## config.mk

```make
export PLATFORM = sky130hd
export DESIGN_NAME = mac_engine
export DESIGN_NICKNAME = d
export VERILOG_FILES = /design/src/mac_pkg.sv /design/src/mac_engine.sv /design/src/mac_round.sv
export SDC_FILE = /design/constraint.sdc
export NUM_CORES = 1
export LEC_CHECK = 0
export BUFFER_PORTS_ARGS = -buffer_cell sky130_fd_sc_hd__buf_4
export CAP_MARGIN = 20
export CELL_PAD_IN_SITES_DETAIL_PLACEMENT = 0
export CELL_PAD_IN_SITES_GLOBAL_PLACEMENT = 1
export CORE_MARGIN = 10
export CORE_UTILIZATION = 51
export DETAILED_ROUTE_END_ITERATION = 8
export PLACE_DENSITY = 0.85
export SYNTH_ARGS = -nofsm -noshare
export SYNTH_HDL_FRONTEND = slang
export SYNTH_SLANG_ARGS = --single-unit
export TNS_END_PERCENT = 50
```

## constraint.sdc

```tcl
create_clock -name SYS_CLK -period 8.9 [get_ports SYS_CLK]
set_clock_uncertainty 0.05 [all_clocks]
set_input_delay 0.445 -clock SYS_CLK [delete_from_list [all_inputs] [get_ports SYS_CLK]]
set_output_delay 0.445 -clock SYS_CLK [all_outputs]
set_load 0.03 [all_outputs]
```

## src/mac_pkg.sv

```systemverilog
// Purpose: Shared constants and types of the multiply-accumulate engine
// Assumes: Byte-wide register port, one system clock
// Notes: Register offsets are local choices of this block
package mac_pkg;

    // Data path widths
    localparam int OP_W = 16;
    localparam int ACC_W = 40;
    localparam int BYTE_W = 8;
    localparam int ACC_BYTES = 5;
    localparam int PROD_W = 32;
    localparam int RND_LO = 16;
    localparam int SIGN_LO = 31;
    localparam int TOP_LO = 32;

    typedef logic [3:0] mac_addr_t;
    typedef logic [BYTE_W-1:0] mac_byte_t;
    typedef logic [OP_W-1:0] mac_word_t;
    typedef logic [ACC_W-1:0] mac_acc_t;

    // Register offsets
    localparam mac_addr_t A_CFG = 4'h0;
    localparam mac_addr_t A_FLAGS = 4'h1;
    localparam mac_addr_t A_OP1_HI = 4'h2;
    localparam mac_addr_t A_OP1_LO = 4'h3;
    localparam mac_addr_t A_OP2_HI = 4'h4;
    localparam mac_addr_t A_OP2_LO = 4'h5;
    localparam mac_addr_t A_ACC_TOP = 4'h6;
    localparam mac_addr_t A_ACC0 = 4'hA;
    localparam mac_addr_t A_RND_HI = 4'hB;
    localparam mac_addr_t A_RND_LO = 4'hC;

    // Writable bits and reset values
    localparam mac_byte_t CFG_WMASK = 8'h3F;
    localparam mac_byte_t CFG_RST = 8'h00;
    localparam mac_byte_t FLAGS_WMASK = 8'h0F;
    localparam mac_byte_t FLAGS_RST = 8'h04;

    // Top byte edges for hard overflow
    localparam mac_byte_t TOP_POS = 8'h7F;
    localparam mac_byte_t TOP_NEG = 8'h80;

    // Rounding constants
    localparam mac_word_t RND_HALF = 16'h8000;
    localparam mac_word_t SAT_POS = 16'h7FFF;
    localparam mac_word_t SAT_NEG = 16'h8000;

    typedef struct packed {
        logic [1:0] unused;
        logic shift_go;
        logic shift_direction;
        logic clear_accumulator;
        logic saturate_enable;
        logic fractional_format_sel;
        logic multiply_only_sel;
    } mac_cfg_t;

    typedef struct packed {
        logic [3:0] unused;
        logic hard_overflow_flag;
        logic zero_flag;
        logic soft_overflow_flag;
        logic negative_flag;
    } mac_flags_t;

endpackage : mac_pkg

```

## src/mac_engine.sv

```systemverilog
// Purpose: Signed 16x16 multiply-accumulate engine with 40-bit accumulator
// Assumes: Byte registers on a plain port, read data one cycle after strobe
// Notes: CE low freezes every flip-flop
`timescale 1ns/100ps
`default_nettype none
module mac_engine (
    input wire logic SYS_CLK,
    input wire logic RSTN,
    input wire logic CE,
    input wire mac_pkg::mac_addr_t ADDR,
    input wire mac_pkg::mac_byte_t WDATA,
    input wire logic WR,
    input wire logic RD,
    output mac_pkg::mac_byte_t RDATA
);
    import mac_pkg::*;

    mac_cfg_t cfg_q;
    mac_flags_t flags_q;
    mac_word_t op1_q;
    mac_word_t op2_q;
    mac_acc_t acc_q;
    mac_acc_t prod_q;
    mac_word_t rnd_q;
    mac_byte_t rdata_q;
    logic start_q;
    logic s2_v_q;
    logic s2_ms_q;
    logic s3_v_q;
    logic shift_ph_q;
    logic rnd_req_q;

    logic wr_cfg;
    logic wr_flags;
    logic wr_start;
    logic [ACC_BYTES-1:0] wr_acc;
    mac_acc_t acc_wr_d;
    mac_acc_t acc_sum;
    mac_acc_t prod_d;
    logic signed [PROD_W-1:0] prod_raw;
    logic clr_now;
    logic shift_do;
    logic shift_rnd;
    logic hard_ov;
    logic soft_ov;
    mac_word_t rnd_val;
    mac_byte_t rd_mux;

    // Address decode
    assign wr_cfg = WR && (ADDR == A_CFG);
    assign wr_flags = WR && (ADDR == A_FLAGS);
    assign wr_start = WR && (ADDR == A_OP2_LO);

    for (genvar i = 0; i < ACC_BYTES; i++) begin : g_acc_byte
        assign wr_acc[i] = WR && (ADDR == mac_addr_t'(A_ACC0 - i));
        assign acc_wr_d[i*BYTE_W +: BYTE_W] = wr_acc[i] ? WDATA : acc_q[i*BYTE_W +: BYTE_W];
    end

    assign prod_raw = PROD_W'($signed(op1_q)) * PROD_W'($signed(op2_q));
    always_comb begin
        prod_d = {{(ACC_W-PROD_W){prod_raw[PROD_W-1]}}, prod_raw};
        if (cfg_q.fractional_format_sel) begin
            prod_d = {prod_d[ACC_W-2:0], 1'b0};
        end
    end

    assign clr_now = start_q && cfg_q.clear_accumulator;
    assign acc_sum = (s2_ms_q ? '0 : acc_q) + prod_q;
    assign hard_ov = ((acc_q[ACC_W-1:TOP_LO] == TOP_POS) && (acc_sum[ACC_W-1:TOP_LO] == TOP_NEG))
        || ((acc_q[ACC_W-1:TOP_LO] == TOP_NEG) && (acc_sum[ACC_W-1:TOP_LO] == TOP_POS));
    assign soft_ov = !((&acc_sum[ACC_W-1:SIGN_LO]) || !(|acc_sum[ACC_W-1:SIGN_LO]));

    assign shift_do = cfg_q.shift_go && !shift_ph_q;
    assign shift_rnd = cfg_q.shift_go && shift_ph_q;

    mac_round u_round (
        .acc(acc_q),
        .sat_en(cfg_q.saturate_enable),
        .rnd(rnd_val)
    );

    // Operand registers
    always_ff @(posedge SYS_CLK or negedge RSTN) begin
        if (!RSTN) begin
            op1_q <= '0;
            op2_q <= '0;
        end else if (CE && WR) begin
            if (ADDR == A_OP1_HI) op1_q[OP_W-1:BYTE_W] <= WDATA;
            if (ADDR == A_OP1_LO) op1_q[BYTE_W-1:0] <= WDATA;
            if (ADDR == A_OP2_HI) op2_q[OP_W-1:BYTE_W] <= WDATA;
            if (ADDR == A_OP2_LO) op2_q[BYTE_W-1:0] <= WDATA;
        end
    end

    always_ff @(posedge SYS_CLK or negedge RSTN) begin
        if (!RSTN) begin
            start_q <= 1'b0;
            s2_v_q <= 1'b0;
            s2_ms_q <= 1'b0;
            s3_v_q <= 1'b0;
            prod_q <= '0;
        end else if (CE) begin
            start_q <= wr_start;
            s2_v_q <= start_q;
            s3_v_q <= s2_v_q;
            if (start_q) begin
                prod_q <= prod_d;
                s2_ms_q <= cfg_q.multiply_only_sel;
            end
        end
    end

    // Configuration and self-clearing bits
    always_ff @(posedge SYS_CLK or negedge RSTN) begin
        if (!RSTN) begin
            cfg_q <= mac_cfg_t'(CFG_RST);
        end else if (CE) begin
            if (clr_now) cfg_q.clear_accumulator <= 1'b0;
            if (shift_rnd) cfg_q.shift_go <= 1'b0;
            if (wr_cfg) cfg_q <= mac_cfg_t'(WDATA & CFG_WMASK);
        end
    end

    // Shift phase tracking
    always_ff @(posedge SYS_CLK or negedge RSTN) begin
        if (!RSTN) begin
            shift_ph_q <= 1'b0;
        end else if (CE) begin
            if (wr_cfg) shift_ph_q <= 1'b0;
            else if (shift_do) shift_ph_q <= 1'b1;
            else if (shift_rnd) shift_ph_q <= 1'b0;
        end
    end

    // Accumulator
    always_ff @(posedge SYS_CLK or negedge RSTN) begin
        if (!RSTN) begin
            acc_q <= '0;
        end else if (CE) begin
            if (clr_now) begin
                acc_q <= '0;
            end else if (s2_v_q) begin
                acc_q <= acc_sum;
            end else if (shift_do) begin
                if (cfg_q.shift_direction) acc_q <= {acc_q[ACC_W-1], acc_q[ACC_W-1:1]};
                else acc_q <= {acc_q[ACC_W-2:0], 1'b0};
            end else begin
                acc_q <= acc_wr_d;
            end
        end
    end

    always_ff @(posedge SYS_CLK or negedge RSTN) begin
        if (!RSTN) begin
            flags_q <= mac_flags_t'(FLAGS_RST);
        end else if (CE) begin
            if (clr_now) begin
                flags_q <= '0;
            end else begin
                if (wr_flags) flags_q <= mac_flags_t'(WDATA & FLAGS_WMASK);
                if (s2_v_q) begin
                    flags_q.negative_flag <= acc_sum[ACC_W-1];
                    flags_q.zero_flag <= (acc_sum == '0);
                    flags_q.soft_overflow_flag <= soft_ov;
                    if (!s2_ms_q && hard_ov) flags_q.hard_overflow_flag <= 1'b1;
                end
            end
        end
    end

    always_ff @(posedge SYS_CLK or negedge RSTN) begin
        if (!RSTN) begin
            rnd_req_q <= 1'b0;
        end else if (CE) begin
            rnd_req_q <= wr_acc[0];
        end
    end

    always_ff @(posedge SYS_CLK or negedge RSTN) begin
        if (!RSTN) begin
            rnd_q <= '0;
        end else if (CE) begin
            if (s3_v_q || shift_rnd || rnd_req_q) rnd_q <= rnd_val;
        end
    end

    // Read multiplexer
    always_comb begin
        rd_mux = '0;
        unique case (ADDR)
            A_CFG: rd_mux = cfg_q;
            A_FLAGS: rd_mux = flags_q;
            A_OP1_HI: rd_mux = op1_q[OP_W-1:BYTE_W];
            A_OP1_LO: rd_mux = op1_q[BYTE_W-1:0];
            A_OP2_HI: rd_mux = op2_q[OP_W-1:BYTE_W];
            A_OP2_LO: rd_mux = op2_q[BYTE_W-1:0];
            A_RND_HI: rd_mux = rnd_q[OP_W-1:BYTE_W];
            A_RND_LO: rd_mux = rnd_q[BYTE_W-1:0];
            default: begin
                for (int k = 0; k < ACC_BYTES; k++) begin
                    if (ADDR == mac_addr_t'(A_ACC0 - k)) rd_mux = acc_q[k*BYTE_W +: BYTE_W];
                end
            end
        endcase
    end

    // Read data one cycle later
    always_ff @(posedge SYS_CLK or negedge RSTN) begin
        if (!RSTN) begin
            rdata_q <= '0;
        end else if (CE) begin
            rdata_q <= RD ? rd_mux : '0;
        end
    end

    assign RDATA = rdata_q;
endmodule : mac_engine
`default_nettype wire

```

## src/mac_round.sv

```systemverilog
// Purpose: Unbiased rounding of accumulator bits 31..16 with optional saturation
// Assumes: Purely combinational, caller registers the result
// Notes: Never touches the accumulator
`timescale 1ns/100ps
`default_nettype none
module mac_round (
    input wire mac_pkg::mac_acc_t acc,
    input wire logic sat_en,
    output logic [mac_pkg::OP_W-1:0] rnd
);
    import mac_pkg::*;

    mac_word_t win;
    mac_word_t frac;
    logic up;
    logic [OP_W:0] sum;
    logic ext_ok;
    logic ovf;

    assign win = acc[RND_LO +: OP_W];
    assign frac = acc[OP_W-1:0];
    assign up = (frac > RND_HALF) || ((frac == RND_HALF) && win[0]);
    assign sum = {win[OP_W-1], win} + {{OP_W{1'b0}}, up};
    assign ext_ok = (&acc[ACC_W-1:SIGN_LO]) || !(|acc[ACC_W-1:SIGN_LO]);
    assign ovf = !ext_ok || (sum[OP_W] != sum[OP_W-1]);

    always_comb begin
        if (sat_en && ovf) begin
            rnd = acc[ACC_W-1] ? SAT_NEG : SAT_POS;
        end else begin
            rnd = sum[OP_W-1:0];
        end
    end

endmodule : mac_round
`default_nettype wire

```

Yosys cells after proc, flatten, opt, wreduce, memory -nomap -nowiden:

Cells that the tools add are included.

* register bits: 149
* input port bits: 17
* output and inout bits: 8
* word-level logic and storage cells: 146

* add/sub/neg operators: 2
* $mul: 1
* order comparisons: 1
* eq/ne operators: 19
* mux-type cells: 29
* reductions and logical operators: 64

Operators by type and width (number)
* $mux 40: 5
* $mux 8: 13
* $pmux 8 s8: 1
* $add 40x40->40: 1
* $logic_not 40->1: 1
* $reduce_and 2->1: 17
* $mul 16x16->32: 1
* $mux 16: 2
* $mux 32: 1
* $eq 4x4->1 const B: 5
* $reduce_bool 4->1: 5
* $reduce_and 9->1: 2
* $reduce_or 9->1: 2
* $add 16x2->17: 1
* $logic_and 1x1->1: 17
* $eq 16x16->1 const B: 1
* $eq 4x3->1 const B: 4
* $eq 8x7->1 const B: 2
* $eq 8x8->1 const B: 2
* $gt 16x16->1 const B: 1
* $eq 4x2->1 const B: 2
* $logic_or 1x1->1: 7
* $logic_not 1->1: 6
* $mux 6: 1
* other kinds (9): 16

Depth between registers and ports, before layout:

* depth in word-level cells: 9
* gate-level depth with buffers: 27

Modules after synthesis:

A second synthesis with hierarchy kept.

* cell total of the unflattened synthesis: 2422
* area, all modules: 21017.7 um^2

By module, submodules not included
* mac_engine: times used 1, cells each 2342, area each 20414.6 um^2
* mac_round: times used 1, cells each 80, area each 603.1 um^2

Worst setup path after synthesis:

Ideal clock, no wire load.

* path type: register to register
* start point: reg op2_q[7]
* end point: reg prod_q[31]
* library setup time: 130 ps
* arrival: 6780 ps
* setup slack: 1940 ps
* cell stages (with the launch flop): 27
* period minus slack after synthesis: 6960 ps
* cell sequence: dfrtp_1 > clkbuf_1 > clkbuf_1 > nand2_1 > fa_1 > inv_1 > fa_1 > inv_1 > fa_1 > inv_1 > fa_1 > fa_1 > inv_1 > fa_1 > inv_1 > ha_1 > a21o_1 > a21o_1 > a221o_1 > a21o_1 > a41o_1 > a221oi_2 > a21oi_1 > and4b_1 > or4_1 > a311oi_1 > o21ai_1

* word-level cells in the longest chain between the ends: 2

Ends and longest elaborated chain
* start: declaration: line mac_engine.sv:21 `mac_word_t op2_q;`
* start signal: assignment: line mac_engine.sv:86 `op2_q <= '0;`
* start signal: indexed assignment: line mac_engine.sv:90 `if (ADDR == A_OP2_HI) op2_q[OP_W-1:BYTE_W] <= WDATA;`
* start signal: indexed assignment: line mac_engine.sv:91 `if (ADDR == A_OP2_LO) op2_q[BYTE_W-1:0] <= WDATA;`
* $mul 16x16->32: line mac_engine.sv:59 `assign prod_raw = PROD_W'($signed(op1_q)) * PROD_W'($signed(op2_q));`
* $mux 32: line mac_engine.sv:62 `if (cfg_q.fractional_format_sel) begin`
* end signal: assignment: line mac_engine.sv:107 `prod_q <= prod_d;`
* end: declaration: line mac_engine.sv:23 `mac_acc_t prod_q;`

No other way between the ends.
A chain may end at the register's enable or synchronous reset.

Final worst setup path:

Same ends and word-level chain as after synthesis.

==> run_summary.xml <==
<?xml version="1.0" encoding="UTF-8"?>
<metrics>
  <group name="setup_path">
    <metric name="rr_startpoint" unit="">op2_q[7]</metric>
    <metric name="reg2reg_setup_slack" unit="ns">1.33</metric>
    <metric name="r2r-end" unit="">prod_q[31]</metric>
    <metric name="critical-path-max-stage-delay" unit="ns">0.77</metric>
    <metric name="worst-setup-path-type" unit="">flop to flop</metric>
    <metric name="largest_delay_contributor_family_on_the_critical_path" unit="">adder cells</metric>
    <metric name="required" unit="ns">9.15</metric>
    <metric name="worst-path-max-fanout" unit="">18</metric>
    <metric name="end_kind" unit="">flop</metric>
    <metric name="cp.buffers_inverters" unit="">5</metric>
    <metric name="arrival" unit="ns">7.82</metric>
    <metric name="timing.critical_path.from_type" unit="">flop</metric>
    <metric name="r2r_cells" unit="">24</metric>
    <metric name="path_cells" unit="">nand2_1 &gt; fa_1 &gt; inv_1 &gt; fa_1 &gt; inv_1 &gt; fa_1 &gt; inv_1 &gt; fa_1 &gt; fa_1 &gt; inv_1 &gt; fa_1 &gt; inv_1 &gt; ha_1 &gt; a21o_1 &gt; a21o_1 &gt; a221o_1 &gt; a21o_1 &gt; a41o_1 &gt; a221oi_2 &gt; a21oi_1 &gt; and4b_1 &gt; or4_1 &gt; a311oi_1 &gt; o21ai_1</metric>
    <metric name="critPathSlowestCell" unit="">dfrtp_1</metric>
    <metric name="most_numerous_cell_on_the_critical_path" unit="">fa_1</metric>
  </group>
  <group name="place">
    <metric name="portBuffers" unit="">24</metric>
    <metric name="worst_case_setup_slack_after_placement" unit="ns">1.40</metric>
    <metric name="dp_hpwl" unit="mm">48.9</metric>
    <metric name="dp_cells" unit="">2812</metric>
    <metric name="gp_congestion" unit="">0.938</metric>
  </group>
  <group name="clocking">
    <metric name="clkSinkCount" unit="">145</metric>
    <metric name="post_cts.repair.setup_buffers" unit="">0</metric>
    <metric name="clk_latency" unit="ns">0.45</metric>
    <metric name="cts_inserted_buffers" unit="">17</metric>
    <metric name="postCtsResizedCells" unit="">0</metric>
    <metric name="worst_setup_hold_path_clk_slew" unit="ns">0.07</metric>
    <metric name="htree_num_levels" unit="">4</metric>
    <metric name="clock_path_buffers" unit="">2</metric>
    <metric name="postCtsHoldBufs" unit="">1</metric>
    <metric name="cts-root-buf" unit="">clkbuf_16</metric>
    <metric name="tritoncts_clock_tree" unit="">built</metric>
  </group>
  <group name="die">
    <metric name="num_rows" unit="">73</metric>
    <metric name="chipWidth" unit="um">221</metric>
    <metric name="initial_utilization" unit="%">51.8</metric>
    <metric name="ioPinCount" unit="">25</metric>
    <metric name="placeableCoreArea" unit="um2">39800</metric>
    <metric name="die_height" unit="um">221</metric>
    <metric name="die_area" unit="um2">48900</metric>
  </group>
  <group name="sta">
    <metric name="rsz_0062_raised_after_global_routing" unit="">false</metric>
    <metric name="slew_viol_final" unit="">0</metric>
    <metric name="maxSlewHeadroom" unit="%">18.7</metric>
    <metric name="fin_worst_hold_slack" unit="ns">0.250</metric>
    <metric name="final-setup-viol-count" unit="">0</metric>
    <metric name="timing.final.crit_share" unit="%">85.1</metric>
    <metric name="timing.final.hold_violations" unit="">0</metric>
    <metric name="final_critical_path_setup_slack" unit="ns">1.33</metric>
    <metric name="layout_min_cycle_time" unit="ns">7.57</metric>
    <metric name="fin_setup_tns" unit="ns">0</metric>
    <metric name="achievable-frequency" unit="MHz">132</metric>
    <metric name="max_slew.worst_pin.slew" unit="ns">1.21</metric>
  </group>
  <group name="min_path">
    <metric name="worst_hold_path_type" unit="">input port to flop</metric>
    <metric name="worstHoldStart" unit="">RD</metric>
    <metric name="min_delay_path_depth" unit="">2</metric>
    <metric name="hold_crit_endpoint" unit="">RDATA[1]</metric>
  </group>
  <group name="drt">
    <metric name="detail_route.iter0.violations" unit="">1789</metric>
    <metric name="routed_via_density" unit="">6.04</metric>
    <metric name="detail-route-antenna-nets" unit="">0</metric>
    <metric name="detailroute.via_count" unit="">17200</metric>
    <metric name="drtPass1Iterations" unit="">8</metric>
    <metric name="totalWireLength" unit="mm">62.6</metric>
    <metric name="residual_drc" unit="">0</metric>
    <metric name="wl_per_cell" unit="um">22.0</metric>
  </group>
  <group name="logic_synthesis">
    <metric name="synthesis.area" unit="um2">20600</metric>
    <metric name="yosysUniqueCellTypes" unit="">78</metric>
    <metric name="synth_largest_type_area_fraction" unit="%">25.5</metric>
    <metric name="ys_warn_count" unit="">0</metric>
    <metric name="number_of_flops_mapped_to_enable_cells_by_yosys" unit="">0</metric>
    <metric name="synthDominantAreaCellType" unit="">fa_1</metric>
    <metric name="syn-instance-count" unit="">2385</metric>
    <metric name="share_of_the_yosys_chip_area_belonging_to_registers" unit="%">17.6</metric>
    <metric name="async_flop_share" unit="%">100</metric>
    <metric name="post_syn_area_per_cell" unit="um2">8.65</metric>
    <metric name="mappedNetlistNets" unit="">2788</metric>
    <metric name="post_synth_main_area_contributors" unit="">fa_1, dfrtp_1, ha_1, inv_1, nand2_1</metric>
    <metric name="ys_dominant_reg_cell" unit="">dfrtp_1</metric>
    <metric name="ys_ff_latch" unit="">145</metric>
  </group>
  <group name="finish">
    <metric name="most_common_cell_after_layout_fill_and_taps_aside" unit="">inv_1</metric>
    <metric name="fin_cells" unit="">2848</metric>
    <metric name="fillCellCount" unit="">3690</metric>
    <metric name="finalNetCount" unit="">2712</metric>
    <metric name="final_cell_mix" unit="">inv_1, nand2_1, fa_1</metric>
    <metric name="fraction_of_final_layout_cells_sized_beyond_drive_strength_1" unit="%">5.60</metric>
    <metric name="areaGrowthSynthToFinish" unit="%">5.17</metric>
  </group>
  <group name="grt">
    <metric name="grt_max_degree" unit="">79</metric>
    <metric name="groute.usage.overall" unit="%">25.4</metric>
    <metric name="grt_overflow_total" unit="">0</metric>
    <metric name="antenna_found_initial" unit="">0</metric>
    <metric name="grt_pass1_vias" unit="">17300</metric>
    <metric name="wire_length_of_the_first_global_routing_pass" unit="mm">99.8</metric>
  </group>
  <group name="flow_run">
    <metric name="drv_cap" unit="">0</metric>
  </group>
  <group name="outcome">
    <metric name="run_status" unit="">completed</metric>
  </group>
</metrics>
-- layout make-up --
type | count | area [um2] | area share [%]
multi-input cells | 1801 | 15400 | 70.8
flip-flops and latches | 145 | 3630 | 16.7
inverters | 308 | 1160 | 5.33
well taps | 525 | 657 | 3.03
clock buffers | 18 | 439 | 2.02
repair buffers | 36 | 309 | 1.42
clock inverters | 14 | 143 | 0.658
diodes | 1 | 2.50 | 0.0115
-- per-stage QoR --
stage	instance area (um2)	util (%)
6_report	21700	54.5
5_1_grt	21700	54.5
4_1_cts	21600	54.3
3_5_place_dp	21100	52.9
3_3_place_gp	21100	52.9
2_1_floorplan	20600	-
-- worst reg2reg max path, cell delays in order (launching register included) --
cell and delay (ns):
dfrtp_1 0.77, nand2_1 0.17, fa_1 0.57, inv_1 0.05
fa_1 0.50, inv_1 0.06, fa_1 0.54, inv_1 0.05
fa_1 0.38, fa_1 0.52, inv_1 0.05, fa_1 0.56
inv_1 0.06, ha_1 0.37, a21o_1 0.19, a21o_1 0.17
a221o_1 0.35, a21o_1 0.21, a41o_1 0.31, a221oi_2 0.28
a21oi_1 0.13, and4b_1 0.21, or4_1 0.50, a311oi_1 0.28
o21ai_1 0.08
-- synthesized netlist by cell type, types with 6 or more instances --
master	number
dfrtp_1	144
buf_1	11
nor2_1	96
nor3_1	24
a21o_1	42
mux2_2	34
a21oi_1	127
a22oi_1	12
a211oi_1	57
xnor2_1	54
or2_2	6
o21ai_0	158
o21a_1	7
nand2_1	283
mux2i_1	70
fa_1	263
nand3_1	36
o21bai_1	9
xor2_1	35
clkbuf_1	117
and3_1	18
o31ai_1	6
and2_1	131
inv_1	306
nor4_1	11
ha_1	123
a31oi_1	20
nand4_1	15
nor2b_1	50
nand2b_1	15
-- sequential cells by signal, indices dropped and copies added, names as in the netlist --
signal / cells
s2_ms_q: 1
shift_ph_q: 1
prod_q: 33
flags_q: 4
op1_q: 16
s2_v_q: 1
rnd_req_q: 1
rnd_q: 16
acc_q: 40
s3_v_q: 1
start_q: 1
RDATA: 8
cfg_q: 6
op2_q: 16
-- kinds of logic after synthesis --
logic type,Yosys count,share of synthesized area (%)
fa+ha+maj,386,33.0
simple gates,710,16.8
mux,105,5.36
xor+xnor,89,3.78
buf+inv,439,8.01
compound gates,511,15.5
flops,145,17.6
-- metal layers --
layer	up-vias	part of all wire, %	track usage [%]
met5	-	0	0
met1	8515	43	35.6
met3	123	9.4	5.97
met2	814	44	38.0
li1	7764	-	-
met4	0	3.4	8.34
-- how the worst max path moves through the flow --
stage / start / end / slack, ns / cells past startpoint
3_3_place_gp: op1_q[10] / prod_q[31] / 1.49 / 23
6_report: op2_q[7] / prod_q[31] / 1.33 / 24
3_5_place_dp: op2_q[7] / prod_q[31] / 1.40 / 24
5_1_grt: op2_q[7] / prod_q[31] / 0.94 / 24
2_1_floorplan: op2_q[7] / prod_q[31] / 1.94 / 26
4_1_cts: op2_q[7] / prod_q[31] / 1.36 / 24
Power is left out: the tool's default activity adds up to more than one toggle a clock period on the data nets, which glitch-free logic cannot reach.
